===== config.mk =====
export PLATFORM = sky130hd
export DESIGN_NAME = lcs_control_gen
export DESIGN_NICKNAME = d
export VERILOG_FILES = /design/src/inc/lcs_pkg.sv /design/src/lcs_cell.sv /design/src/lcs_pad.sv /design/src/lcs_control_gen.sv
export VERILOG_INCLUDE_DIRS = /design/src /design/src/inc
export SDC_FILE = /design/constraint.sdc
export NUM_CORES = 1
export LEC_CHECK = 0
export ABC_AREA = 1
export BUFFER_PORTS_ARGS = -buffer_cell sky130_fd_sc_hd__buf_2
export CAP_MARGIN = 20
export CELL_PAD_IN_SITES_DETAIL_PLACEMENT = 1
export CELL_PAD_IN_SITES_GLOBAL_PLACEMENT = 1
export CORE_ASPECT_RATIO = 0.7
export CORE_MARGIN = 5
export CORE_UTILIZATION = 43
export DETAILED_ROUTE_END_ITERATION = 7
export PLACE_DENSITY = 0.78
export SLEW_MARGIN = 20
export SYNTH_ARGS = -nofsm -noshare
export SYNTH_HDL_FRONTEND = slang
export SYNTH_SLANG_ARGS = --single-unit

===== constraint.sdc =====
create_clock -name clk_sys_in -period 6.3 [get_ports clk_sys_in]
set_input_delay 0 -clock clk_sys_in [delete_from_list [all_inputs] [get_ports clk_sys_in]]
set_output_delay 0 -clock clk_sys_in [all_outputs]
set_load 0.02 [all_outputs]

===== src/inc/lcs_regs.svh =====
// Register offsets, field positions and reset values of the control generator
`ifndef LCS_REGS_SVH
`define LCS_REGS_SVH

`define LCS_ADDR_W        3
`define LCS_DATA_W        32
`define LCS_ADDR_CLK      3'h0
`define LCS_ADDR_CTL      3'h1
`define LCS_ADDR_CELL     3'h2
`define LCS_ADDR_PAD      3'h3
`define LCS_ADDR_LOAD     3'h4
`define LCS_ADDR_STAT     3'h5

`define LCS_N_COL         4
`define LCS_N_LOCAL       4
`define LCS_N_SRC         8
`define LCS_SEL_W         3
`define LCS_N_CTL         8
`define LCS_CLK_FLD_W     4

`define LCS_RST_CLK       8'h10
`define LCS_RST_CTL       24'hfbeb64
`define LCS_RST_CELL      32'h00000000
`define LCS_RST_PAD       24'h000000
`define LCS_RST_LOAD      32'h00000000

`define LCS_CELL_ACLR_LSB 16
`define LCS_LOAD_SDAT_LSB 16
`define LCS_PAD_UNUSED_LSB 8
`define LCS_PAD_GND_LSB   16
`define LCS_STAT_DUAL_BIT 16
`define LCS_STAT_PADI_LSB 24

`endif


===== src/inc/lcs_pkg.sv =====
// Types shared by the control generator and its cells
package lcs_pkg;

   // Clock selector: source index and edge polarity
   typedef struct packed {
      logic       fall;
      logic [2:0] sel;
   } lcs_clk_cfg_t;

   // The eight non-clock group controls, one bit each
   typedef struct packed {
      logic addnsub;
      logic sload;
      logic aload;
      logic sclr;
      logic aclr2;
      logic aclr1;
      logic ena2;
      logic ena1;
   } lcs_ctl_t;

   // Controls as seen by one cell after clock and clear selection
   typedef struct packed {
      logic aclr;
      logic aload;
      logic aload_data;
      logic tick;
      logic sclr;
      logic sload;
      logic sload_data;
      logic sub;
   } lcs_cell_ctl_t;

endpackage


===== src/lcs_cell.sv =====
// One logic element cell: adder/subtractor bit with its register
module lcs_cell (
   input  wire logic                  clk_sys_in,
   input  wire logic                  rst_in,
   input  wire lcs_pkg::lcs_cell_ctl_t ctl_in,
   input  wire logic                  a_in,
   input  wire logic                  b_in,
   input  wire logic                  carry_in,
   output logic                       carry_out,
   output logic                       q_out
);
   logic q_q;
   logic q_d;
   logic b_eff;
   logic sum;

   // add or subtract: subtract inverts b, carry-in supplies the one
   always_comb begin
      b_eff     = b_in ^ ctl_in.sub;
      sum       = a_in ^ b_eff ^ carry_in;
      carry_out = (a_in & b_eff) | (carry_in & (a_in ^ b_eff));
   end

   // priority: async clear, async load, sync clear, sync load
   always_comb begin
      q_d = q_q;
      if (ctl_in.aclr) begin
         q_d = 1'b0;
      end else if (ctl_in.aload) begin
         // preset is an async load with the load data high
         q_d = ctl_in.aload_data;
      end else if (ctl_in.tick) begin
         if (ctl_in.sclr) begin
            q_d = 1'b0;
         end else if (ctl_in.sload) begin
            q_d = ctl_in.sload_data;
         end else begin
            q_d = sum;
         end
      end
   end

   always_ff @(posedge clk_sys_in or posedge rst_in) begin
      if (rst_in) begin
         q_q <= 1'b0;
      end else begin
         q_q <= q_d;
      end
   end

   assign q_out = q_q;
endmodule // lcs_cell


===== src/lcs_pad.sv =====
// One I/O pad with open-drain and unused-pin options
module lcs_pad (
   input  wire logic clk_sys_in,
   input  wire logic rst_in,
   input  wire logic val_in,
   input  wire logic open_drain_in,
   input  wire logic unused_in,
   input  wire logic gnd_mode_in,
   output logic      o_out,
   output logic      oe_out
);
   logic o_q;
   logic o_d;
   logic oe_q;
   logic oe_d;

   // Unused pin first, then open drain, then normal push-pull drive
   always_comb begin
      o_d  = 1'b0;
      oe_d = 1'b0;
      if (unused_in) begin
         oe_d = gnd_mode_in;
      end else if (open_drain_in) begin
         // open drain: pull low or release
         oe_d = ~val_in;
      end else begin
         o_d  = val_in;
         oe_d = 1'b1;
      end
   end

   // Pad released during reset so shared lines are not disturbed
   always_ff @(posedge clk_sys_in or posedge rst_in) begin
      if (rst_in) begin
         o_q  <= 1'b0;
         oe_q <= 1'b0;
      end else begin
         o_q  <= o_d;
         oe_q <= oe_d;
      end
   end

   assign o_out  = o_q;
   assign oe_out = oe_q;
endmodule // lcs_pad


===== src/lcs_control_gen.sv =====
// Group control signal generator with cells, pads and register port
//
// Chosen here: strobed register access and the register addresses.
`include "lcs_regs.svh"

// Functional notes
// - At most ten group controls at once
// - Each group clock tied to its enable
// - Both edges needed consume both clocks
// - Enable low stops its group clock
// - Two async clears, async load presets
// - One add/subtract select shared by all cells
// - Controls from column clocks or local lines
// - Pads optionally open drain, pull low
// - Unused pads ground or tri-stated input
module lcs_control_gen #(
   parameter int N_CELLS = 10,
   parameter int N_PADS  = 4
) (
   input  wire logic                   clk_sys_in,
   input  wire logic                   rst_in,
   input  wire logic [`LCS_N_COL-1:0]  col_clk_in,
   input  wire logic [`LCS_N_LOCAL-1:0] local_ctl_in,
   input  wire logic [N_CELLS-1:0]     data_a_in,
   input  wire logic [N_CELLS-1:0]     data_b_in,
   input  wire logic [N_PADS-1:0]      pad_i_in,
   input  wire logic [`LCS_ADDR_W-1:0] reg_addr_in,
   input  wire logic [`LCS_DATA_W-1:0] reg_wdata_in,
   input  wire logic                   reg_wr_in,
   input  wire logic                   reg_rd_in,
   output logic [`LCS_DATA_W-1:0]      reg_rdata_out,
   output logic [N_CELLS-1:0]          cell_q_out,
   output logic [N_PADS-1:0]           pad_o_out,
   output logic [N_PADS-1:0]           pad_oe_out
);
   localparam int CTL_W = `LCS_N_CTL * `LCS_SEL_W;

   // Configuration registers
   logic [2*`LCS_CLK_FLD_W-1:0] clk_cfg_q;
   logic [2*`LCS_CLK_FLD_W-1:0] clk_cfg_d;
   logic [CTL_W-1:0]            ctl_cfg_q;
   logic [CTL_W-1:0]            ctl_cfg_d;
   logic [`LCS_DATA_W-1:0]      cell_cfg_q;
   logic [`LCS_DATA_W-1:0]      cell_cfg_d;
   logic [CTL_W-1:0]            pad_cfg_q;
   logic [CTL_W-1:0]            pad_cfg_d;
   logic [`LCS_DATA_W-1:0]      load_q;
   logic [`LCS_DATA_W-1:0]      load_d;
   logic [`LCS_DATA_W-1:0]      rdata_q;
   logic [`LCS_DATA_W-1:0]      rdata_d;

   // Sampled sources and their previous values
   logic [`LCS_N_SRC-1:0]       src_q;
   logic [`LCS_N_SRC-1:0]       src_d;
   logic [`LCS_N_SRC-1:0]       src_prev_q;

   lcs_pkg::lcs_clk_cfg_t       clk1_cfg;
   lcs_pkg::lcs_clk_cfg_t       clk2_cfg;
   lcs_pkg::lcs_ctl_t           ctl;
   logic                        tick1;
   logic                        tick2;
   logic                        gtick1;
   logic                        gtick2;
   logic                        dual_edge;
   logic [N_CELLS:0]            carry;
   logic [N_CELLS-1:0]          cell_q;
   logic [N_CELLS-1:0]          pad_src;

   // Register writes; unmapped offsets are ignored
   always_comb begin
      clk_cfg_d  = clk_cfg_q;
      ctl_cfg_d  = ctl_cfg_q;
      cell_cfg_d = cell_cfg_q;
      pad_cfg_d  = pad_cfg_q;
      load_d     = load_q;
      if (reg_wr_in) begin
         unique case (reg_addr_in)
            `LCS_ADDR_CLK:  clk_cfg_d  = reg_wdata_in[2*`LCS_CLK_FLD_W-1:0];
            `LCS_ADDR_CTL:  ctl_cfg_d  = reg_wdata_in[CTL_W-1:0];
            `LCS_ADDR_CELL: cell_cfg_d = reg_wdata_in;
            `LCS_ADDR_PAD:  pad_cfg_d  = reg_wdata_in[CTL_W-1:0];
            `LCS_ADDR_LOAD: load_d     = reg_wdata_in;
            default: ;
         endcase
      end
   end

   always_ff @(posedge clk_sys_in or posedge rst_in) begin
      if (rst_in) begin
         clk_cfg_q  <= `LCS_RST_CLK;
         ctl_cfg_q  <= `LCS_RST_CTL;
         cell_cfg_q <= `LCS_RST_CELL;
         pad_cfg_q  <= `LCS_RST_PAD;
         load_q     <= `LCS_RST_LOAD;
      end else begin
         clk_cfg_q  <= clk_cfg_d;
         ctl_cfg_q  <= ctl_cfg_d;
         cell_cfg_q <= cell_cfg_d;
         pad_cfg_q  <= pad_cfg_d;
         load_q     <= load_d;
      end
   end

   // sources: column clocks low, local lines high
   always_comb begin
      src_d = {local_ctl_in, col_clk_in};
   end

   // Edges are seen one cycle after sampling, so every source lags equally
   always_ff @(posedge clk_sys_in or posedge rst_in) begin
      if (rst_in) begin
         src_q      <= '0;
         src_prev_q <= '0;
      end else begin
         src_q      <= src_d;
         src_prev_q <= src_q;
      end
   end

   // eight controls plus two clocks make ten
   genvar k;
   generate
      for (k = 0; k < `LCS_N_CTL; k++) begin : g_ctl
         assign ctl[k] = src_q[ctl_cfg_q[k*`LCS_SEL_W +: `LCS_SEL_W]];
      end
   endgenerate

   // clock events from the selected source edge
   always_comb begin
      clk1_cfg = lcs_pkg::lcs_clk_cfg_t'(clk_cfg_q[`LCS_CLK_FLD_W-1:0]);
      clk2_cfg = lcs_pkg::lcs_clk_cfg_t'(
                    clk_cfg_q[2*`LCS_CLK_FLD_W-1:`LCS_CLK_FLD_W]);
      tick1 = clk1_cfg.fall
            ? (src_prev_q[clk1_cfg.sel] & ~src_q[clk1_cfg.sel])
            : (src_q[clk1_cfg.sel] & ~src_prev_q[clk1_cfg.sel]);
      tick2 = clk2_cfg.fall
            ? (src_prev_q[clk2_cfg.sel] & ~src_q[clk2_cfg.sel])
            : (src_q[clk2_cfg.sel] & ~src_prev_q[clk2_cfg.sel]);
   end

   // gated clocks: enable low removes every event
   always_comb begin
      // pairing: clock one with enable one, two with two
      gtick1 = tick1 & ctl.ena1;
      gtick2 = tick2 & ctl.ena2;
   end

   // both edges of one source use both group clocks
   always_comb begin
      dual_edge = (clk1_cfg.sel == clk2_cfg.sel) &&
                  (clk1_cfg.fall != clk2_cfg.fall);
   end

   // Carry chain starts with the subtract bit for two's complement
   assign carry[0] = ctl.addnsub;

   // One cell per element; cell config picks clock and clear line
   genvar i;
   generate
      for (i = 0; i < N_CELLS; i++) begin : g_cell
         lcs_pkg::lcs_cell_ctl_t cctl;
         // cell clocked by clock two uses only enable two
         // each cell picks one of the two async clears
         always_comb begin
            cctl.aclr       = cell_cfg_q[`LCS_CELL_ACLR_LSB + i]
                            ? ctl.aclr2 : ctl.aclr1;
            cctl.aload      = ctl.aload;
            cctl.aload_data = load_q[i];
            cctl.tick       = cell_cfg_q[i] ? gtick2 : gtick1;
            cctl.sclr       = ctl.sclr;
            cctl.sload      = ctl.sload;
            cctl.sload_data = load_q[`LCS_LOAD_SDAT_LSB + i];
            // one select shared by all cells
            cctl.sub        = ctl.addnsub;
         end
         lcs_cell u_cell (
            .clk_sys_in (clk_sys_in),
            .rst_in     (rst_in),
            .ctl_in     (cctl),
            .a_in       (data_a_in[i]),
            .b_in       (data_b_in[i]),
            .carry_in   (carry[i]),
            .carry_out  (carry[i+1]),
            .q_out      (cell_q[i])
         );
      end
   endgenerate

   assign cell_q_out = cell_q;
   assign pad_src    = cell_q;

   // each pad driven by a cell, modes from the pad register
   genvar p;
   generate
      for (p = 0; p < N_PADS; p++) begin : g_pad
         lcs_pad u_pad (
            .clk_sys_in    (clk_sys_in),
            .rst_in        (rst_in),
            .val_in        (pad_src[p % N_CELLS]),
            .open_drain_in (pad_cfg_q[p]),
            .unused_in     (pad_cfg_q[`LCS_PAD_UNUSED_LSB + p]),
            .gnd_mode_in   (pad_cfg_q[`LCS_PAD_GND_LSB + p]),
            .o_out         (pad_o_out[p]),
            .oe_out        (pad_oe_out[p])
         );
      end
   endgenerate

   // Read data valid only in the cycle after the strobe
   always_comb begin
      rdata_d = '0;
      if (reg_rd_in) begin
         unique case (reg_addr_in)
            `LCS_ADDR_CLK:  rdata_d[2*`LCS_CLK_FLD_W-1:0] = clk_cfg_q;
            `LCS_ADDR_CTL:  rdata_d[CTL_W-1:0] = ctl_cfg_q;
            `LCS_ADDR_CELL: rdata_d = cell_cfg_q;
            `LCS_ADDR_PAD:  rdata_d[CTL_W-1:0] = pad_cfg_q;
            `LCS_ADDR_LOAD: rdata_d = load_q;
            `LCS_ADDR_STAT: begin
               rdata_d[N_CELLS-1:0] = cell_q;
               // status shows that both clocks are spent
               rdata_d[`LCS_STAT_DUAL_BIT] = dual_edge;
               rdata_d[`LCS_STAT_PADI_LSB +: N_PADS] = pad_i_in;
            end
            default: ;
         endcase
      end
   end

   always_ff @(posedge clk_sys_in or posedge rst_in) begin
      if (rst_in) begin
         rdata_q <= '0;
      end else begin
         rdata_q <= rdata_d;
      end
   end

   assign reg_rdata_out = rdata_q;

   // Helper terms for the checks below
   logic       calm01;
   logic [1:0] exp01;
   always_comb begin
      calm01 = gtick1 && (cell_cfg_q[1:0] == 2'b00) && !ctl.aclr1 &&
               !ctl.aclr2 && !ctl.aload && !ctl.sclr && !ctl.sload;
      exp01  = ctl.addnsub ? (data_a_in[1:0] - data_b_in[1:0])
                           : (data_a_in[1:0] + data_b_in[1:0]);
   end
endmodule // lcs_control_gen


==> results.py, run 1 <==
metrics = {
    "detailed_routing": {
        "vias_per_cell": 5.49,
        "num_vias": 8566,
        "drt_iter0_markers": 646,
        "drtAntennaViolNets": 0,
        "drc_errors": 0,
        "drt-total-wl_mm": 33.5,
        "wl_per_cell_um": 21.5,
        "first_pass_iters": 5,
    },
    "clocking": {
        "clkLatencyLatePin_ns": 0.45,
        "cts_root_buf": "clkbuf_16",
        "cts_max_path_buffers": 2,
        "cts_max_level": 4,
        "cts_tree": "done",
        "postCtsSetupBuffers": 0,
        "clk_pin_slew_worst_paths_ns": 0.07,
        "numCtsBuffers": 17,
        "clkSinkCount": 186,
    },
    "hold_path": {
        "hold_path_depth": 3,
        "hp-start": "reg_wr_in",
        "hold_path_class": "primary input to flop",
    },
    "critical_path": {
        "crit_top_cell": "fa_1",
        "cp_num_cells": 23,
        "required_ns": 6.63,
        "endpoint_kind": "flop",
        "cp-startpoint": "src_q[1]$_DFF_PP0_",
        "crit_chain": "inv_2 -> a21oi_1 -> o21ai_0 -> nand3_1 -> nand2_4 -> xnor2_1 -> fa_1 -> fa_1 -> fa_1 -> fa_1 -> fa_1 -> fa_1 -> fa_1 -> inv_1 -> fa_1 -> xnor2_1 -> inv_1 -> nand2_1 -> nand3_1 -> nand2_1 -> nand2_1 -> nand3_1 -> nand2_1",
        "r2r-start": "src_q[1]$_DFF_PP0_",
        "arrival_ns": 5.39,
        "worstSetupPathType": "flop to flop",
        "crit_path_top_delay_cell": "dfrtp_1",
        "reg2reg_depth": 23,
        "crit_family": "adder cells",
        "start_kind": "flop",
        "cp_num_buf_inv": 3,
        "max_stage_delay_ns": 0.49,
        "critPathMaxFanout": 10,
    },
    "global_route": {
        "grtUsageTotal_pct": 27.1,
        "overflow": 0,
        "grt_start_max_net_pins": 134,
        "antenna_found_initial": 1,
        "grt_pass1_vias": 8802,
        "grt_pass1_wl_mm": 52.5,
    },
    "yosys": {
        "syn_area_per_cell_um2": 8.20,
        "yosysSeqAreaShare_pct": 50.0,
        "synth.distinct_cells": 38,
        "ys.flop_type": "dfrtp_1",
        "async_flop_share_pct": 100,
        "synth_edf_count": 0,
        "ys_ff_latch": 186,
        "syn_area_um2": 9360,
        "synth_nets": 1220,
        "synth_warnings": 0,
        "syn_inst": 1141,
    },
    "finish": {
        "nNetsFinal": 1344,
        "mostFrequentLayoutCells": "325 x nand2_1, 169 x dfrtp_1, 120 x buf_2",
        "design_area_um2": 11000,
        "n_fill_cell": 2627,
        "n_antenna_cell": 0,
        "layout-area-overhead-vs-synth_pct": 17.4,
        "layout_commonest_cell": "nand2_1",
        "drive_above_1_share_pct": 17.6,
        "finalNonFillerCells": 1560,
    },
    "timing": {
        "worst_slack_ns": 1.23,
        "rsz0062_at_grt": "no",
        "fin_crit_ns": 5.07,
        "fmax_mhz": 197,
        "drv_slew": 0,
        "finClkSkew_ns": 0.0139,
        "timing.final.crit_share_pct": 80.4,
        "slew_headroom_pct": 28.8,
        "hold_violations": 0,
        "setup_violations": 0,
        "worstMarginPinSlew_ns": 1.06,
        "tns_ns": 0,
    },
    "die": {
        "ios": 121,
        "row_count": 45,
        "start_util_pct": 43.4,
        "die-height_um": 133,
        "chipWidth_um": 186,
        "dieArea_um2": 24900,
        "core_area_um2": 21600,
    },
    "place": {
        "gp_routability_congestion": 0.946,
        "numPortBuffers": 120,
        "hpwl_mm": 23.1,
        "pre_cts_slack_ns": 1.29,
        "dp_cells": 1483,
        "placed_cell_area_um2": 9950,
    },
    "power_and_ir_drop": {
        "p_leak_uw": 0.00551,
        "p_per_area_nw_per_um2": 344,
        "ir_worst_vdd_mv": 0.242,
        "total_power_uw": 3780,
    },
    "outcome": {
        "status": "finished, final reports clean",
    },
    "run": {
        "maxCapViolations": 0,
    },
}
-- stage by stage --
step | utilization [%] | hold slack (ns)
2_1_floorplan | - | 0.0314
3_3_place_gp | 46.1 | 0.126
3_5_place_dp | 46.1 | 0.129
4_1_cts | 50.9 | 0.0532
5_1_grt | 50.9 | 0.0873
6_report | 50.9 | 0.0795
-- where the power goes --
group / switching, uW / internal [uW]
registers: 220 / 1400
logic: 708 / 361
clock network: 505 / 584
total: 1430 / 2350
-- repair_timing --
action                                 4_1_cts  5_1_grt
hold buffers                                45        0
resized for setup                            0        0
setup endpoints to repair                    0        0
endpoints found under the hold margin      253        0
-- layer usage --
layer	share of wire, %	track usage (%)	vias up
met5	0	0	-
met4	1.5	5.87	0
met3	6.1	5.34	28
met2	46	42.9	268
met1	47	39.0	4307
li1	-	-	3963
-- worst paths after layout --
path	endpoint	slack [ns]
setup / recovery	g_cell[9].u_cell.q_out$_DFFE_PP0P_	1.23
hold / removal	clk_cfg_q[4]$_DFFE_PP1P_	0.08
setup reg to reg	g_cell[9].u_cell.q_out$_DFFE_PP0P_	1.23
hold reg to reg	g_pad[2].u_pad.o_out$_DFF_PP0_	0.48
max in group asynchronous	load_q[24]$_DFFE_PP0P_	4.72
min in group asynchronous	pad_cfg_q[18]$_DFFE_PP0P_	0.31
-- cell type report --
cell class | count | area [um2] | share of cell area, %
well taps | 282 | 353 | 3.21
inverters | 126 | 480 | 4.37
clock inverters | 11 | 111 | 1.01
clock buffers | 21 | 470 | 4.28
multi-input cells | 763 | 3800 | 34.6
flip-flops and latches | 186 | 4680 | 42.6
repair buffers | 171 | 1100 | 9.98
-- registers in the layout, summed over array words and instances (netlist names) --
| signal | count |
|---|---|
| src_q | 8 |
| g_pad.u_pad.o_out | 4 |
| g_cell.u_cell.q_out | 10 |
| pad_cfg_q | 24 |
| g_pad.u_pad.oe_out | 4 |
| reg_rdata_out | 32 |
| load_q | 32 |
| ctl_cfg_q | 24 |
| cell_cfg_q | 32 |
| src_prev_q | 8 |
| clk_cfg_q | 8 |
-- synth_stat cells, types with 2 or more instances --
library cell	count	area, um2
a21oi_1	25	125
a221oi_1	25	219
a22oi_1	2	15.0
a31oi_1	14	87.6
buf_2	27	135
buf_4	21	158
buf_6	7	78.8
clkbuf_1	9	33.8
dfrtp_1	169	4230
dfstp_2	17	447
fa_1	8	160
inv_1	104	390
inv_2	22	82.6
nand2_1	325	1220
nand2_2	11	68.8
nand2_4	4	45.0
nand3_1	96	480
nand3b_1	3	22.5
nor2_1	45	169
nor2_4	2	22.5
nor3_4	2	32.5
o211ai_1	8	60.1
o21ai_0	70	350
o21ai_1	87	435
o21ai_2	7	61.3
o22ai_1	10	62.6
or2_1	2	12.5
xnor2_1	9	78.8
-- cell families after synthesis --
logic type | synth area share, %
adder cells (fa/ha/maj) | 1.71
AND/OR/NAND/NOR | 22.4
AO/OA/AOI/OAI | 15.5
buffers and inverters | 9.52
flip-flops | 50.0
XOR/XNOR | 0.936
-- worst register-to-register path, cell delays in order, from the launching register on --
cell and delay (ns):
dfrtp_1 0.49, inv_2 0.13, a21oi_1 0.13, o21ai_0 0.09, nand3_1 0.17, nand2_4 0.15, xnor2_1 0.18, fa_1 0.41
fa_1 0.39, fa_1 0.39, fa_1 0.39, fa_1 0.40, fa_1 0.41, fa_1 0.37, inv_1 0.08, fa_1 0.17
xnor2_1 0.15, inv_1 0.06, nand2_1 0.06, nand3_1 0.06, nand2_1 0.08, nand2_1 0.05, nand3_1 0.08, nand2_1 0.06
Power figures use the tool's default switching activity.
==> run 2, diff against run 1 <==
CORE_UTILIZATION = 39   (was 43)
PLACE_DENSITY = 0.75   (was 0.78)
clock period = 4.4 ns   (was 6.3 ns; I/O delays follow)
==> results.py, run 2 (synthesis results as in run 1) <==
metrics = {
    "critical_path": {
        "cp_num_buf_inv": 2,
        "max_stage_delay_ns": 0.58,
        "r2r-start": "ctl_cfg_q[21]$_DFFE_PP1P_",
        "crit_path_top_delay_cell": "dfstp_2",
        "critPathMaxFanout": 4,
        "endpoint_kind": "flop",
        "crit_top_cell": "fa_2",
        "crit_chain": "buf_6 -> nand2_2 -> o211ai_1 -> nand3_2 -> nand2_4 -> xnor2_4 -> fa_2 -> fa_2 -> fa_2 -> fa_2 -> fa_2 -> fa_2 -> fa_2 -> inv_2 -> fa_2 -> nand2_1 -> nand3_2 -> nand2_2 -> nand3_1 -> nand2_1",
        "required_ns": 4.78,
        "rrSetupSlack_ns": -0.27,
        "worstSetupPathType": "flop to flop",
        "arrival_ns": 5.05,
        "crit_family": "adder cells",
        "r2r-end": "g_cell[8].u_cell.q_out$_DFFE_PP0P_",
        "reg2reg_depth": 20,
        "start_kind": "flop",
    },
    "power_and_ir_drop": {
        "p_sw_uw": 2060,
        "p_leak_uw": 0.00562,
        "ir_worst_vdd_mv": 0.325,
        "sw_frac_of_total_pct": 37.8,
        "power.share.sequential_pct": 42.1,
        "power_frac_clock_pct": 27.9,
        "p_comb_share_pct": 30.0,
        "p_int_uw": 3400,
        "total_power_uw": 5460,
        "p_per_area_nw_per_um2": 484,
    },
    "clocking": {
        "cts_max_level": 4,
        "clk_pin_slew_worst_paths_ns": 0.07,
        "cts_root_buf": "clkbuf_16",
        "clkSinkCount": 186,
        "cts_max_path_buffers": 2,
        "cts_tree": "done",
        "clkLatencyLatePin_ns": 0.45,
        "numCtsBuffers": 17,
    },
    "run": {
        "maxCapViolations": 0,
    },
    "die": {
        "row_count": 47,
        "ios": 121,
        "dieArea_um2": 27200,
        "die-height_um": 140,
        "core_area_um2": 23600,
        "chipWidth_um": 195,
        "start_util_pct": 39.6,
    },
    "place": {
        "hpwl_mm": 23.1,
        "dp_cells": 1536,
        "gp_routability_congestion": 0.885,
        "pre_cts_slack_ns": -0.298,
        "numPortBuffers": 120,
    },
    "detailed_routing": {
        "wl_per_cell_um": 20.8,
        "first_pass_iters": 5,
        "drt_iter0_markers": 731,
        "num_vias": 8729,
        "drtAntennaViolNets": 0,
        "drc_errors": 0,
        "vias_per_cell": 5.39,
        "drt-total-wl_mm": 33.7,
    },
    "finish": {
        "drive_above_1_share_pct": 20.2,
        "mostFrequentLayoutCells": "323 x nand2_1, 169 x dfrtp_1, 120 x buf_2",
        "layout_commonest_cell": "nand2_1",
        "layout-area-overhead-vs-synth_pct": 20.6,
        "finalNonFillerCells": 1619,
        "n_fill_cell": 2908,
        "n_antenna_cell": 0,
        "nNetsFinal": 1367,
    },
    "timing": {
        "rsz0062_at_grt": "yes",
        "finClkSkew_ns": 0.00811,
        "setup_violations": 2,
        "timing.final.crit_share_pct": 106,
        "slew_headroom_pct": 29.8,
        "worst_slack_ns": -0.268,
        "fmax_mhz": 214,
        "hold_violations": 0,
        "worstMarginPinSlew_ns": 1.05,
        "drv_slew": 0,
        "fin_crit_ns": 4.67,
    },
    "global_route": {
        "grt_pass1_vias": 9089,
        "overflow": 0,
        "grtUsageTotal_pct": 25.1,
        "antenna_found_initial": 0,
        "grt_start_max_net_pins": 187,
        "grt_pass1_wl_mm": 53.2,
    },
    "hold_path": {
        "hold_path_depth": 3,
        "hp-start": "reg_wr_in",
        "hold_path_class": "primary input to flop",
        "min_to": "clk_cfg_q[4]$_DFFE_PP1P_",
    },
    "outcome": {
        "status": "complete, but fails checks",
        "violations": "setup timing",
    },
}
==> run 2: changes by cell type in the layout (fill, tap and decap cells not counted), sizes merged <==
cell	delta
clkbuf	+1
buf	+23
clkinvlp	+3
inv	-4
==> run 2: worst max-delay path by stage <==
stage                                          from  slack (ns)                                 end  cells after the start
final                     ctl_cfg_q[21]$_DFFE_PP1P_       -0.27  g_cell[8].u_cell.q_out$_DFFE_PP0P_                     20
after CTS                 ctl_cfg_q[21]$_DFFE_PP1P_       -0.24  g_cell[9].u_cell.q_out$_DFFE_PP0P_                     23
after global routing      ctl_cfg_q[21]$_DFFE_PP1P_       -0.44  g_cell[9].u_cell.q_out$_DFFE_PP0P_                     23
after detailed placement  ctl_cfg_q[21]$_DFFE_PP1P_       -0.30  g_cell[9].u_cell.q_out$_DFFE_PP0P_                     22
after floorplan           ctl_cfg_q[21]$_DFFE_PP1P_       0.004  g_cell[9].u_cell.q_out$_DFFE_PP0P_                     23
after global placement    ctl_cfg_q[21]$_DFFE_PP1P_       -0.08  g_cell[9].u_cell.q_out$_DFFE_PP0P_                     22
==> run 2: worst reg2reg max path: stages, from the launching register on <==
cell	delay, ns
dfstp_2	0.58
buf_6	0.12
nand2_2	0.04
o211ai_1	0.10
nand3_2	0.15
nand2_4	0.14
xnor2_4	0.08
fa_2	0.38
fa_2	0.35
fa_2	0.35
fa_2	0.35
fa_2	0.35
fa_2	0.35
fa_2	0.35
inv_2	0.06
fa_2	0.42
nand2_1	0.10
nand3_2	0.08
nand2_2	0.08
nand3_1	0.08
nand2_1	0.07
==> run 2: what timing repair did <==
action	in CTS	in global routing
hold buffers	45	0
endpoints found under the hold margin	299	0
buffers inserted	4	1
pin swaps	1	7
endpoints found under the setup margin	2	3
resized for setup	9	7
==> run 2: final cells by class <==
class,count,area [um2],area share [%]
Inverter,126,477,4.23
Multi-Input combinational cell,763,3860,34.2
Timing Repair Buffer,194,1310,11.6
Tap cell,318,398,3.53
Clock inverter,10,93.8,0.832
Clock buffer,22,464,4.11
Sequential cell,186,4680,41.4
==> run 2: metrics by stage <==
step | cell area [um2] | utilization, % | hold WS [ns] | TNS [ns]
6_report | 11300 | 47.7 | 0.0598 | -0.493
5_1_grt | 11300 | 47.7 | 0.0781 | -0.947
4_1_cts | 11200 | 47.5 | 0.0481 | -0.478
3_5_place_dp | 10100 | 42.9 | 0.140 | -0.588
3_3_place_gp | 10100 | 42.9 | 0.145 | -0.120
2_1_floorplan | 9390 | - | 0.0314 | 0
==> run 2: per-layer routing <==
layer	vias up	track usage, %	wire (um)
li1	4021	-	-
met1	4406	35.5	15500
met2	265	39.1	15400
met3	37	6.43	2240
met4	0	5.77	571
met5	-	0	0
==> run 2: power groups by stage <==
stage | registers [uW] | clock network [uW] | logic (uW)
CTS | 2290 | 1540 | 1610
floorplan | 2210 | 0 | 1130
finish | 2300 | 1520 | 1640
global placement | 2310 | 0 | 1480
global route | 2340 | 1620 | 1820
detailed placement | 2320 | 0 | 1540
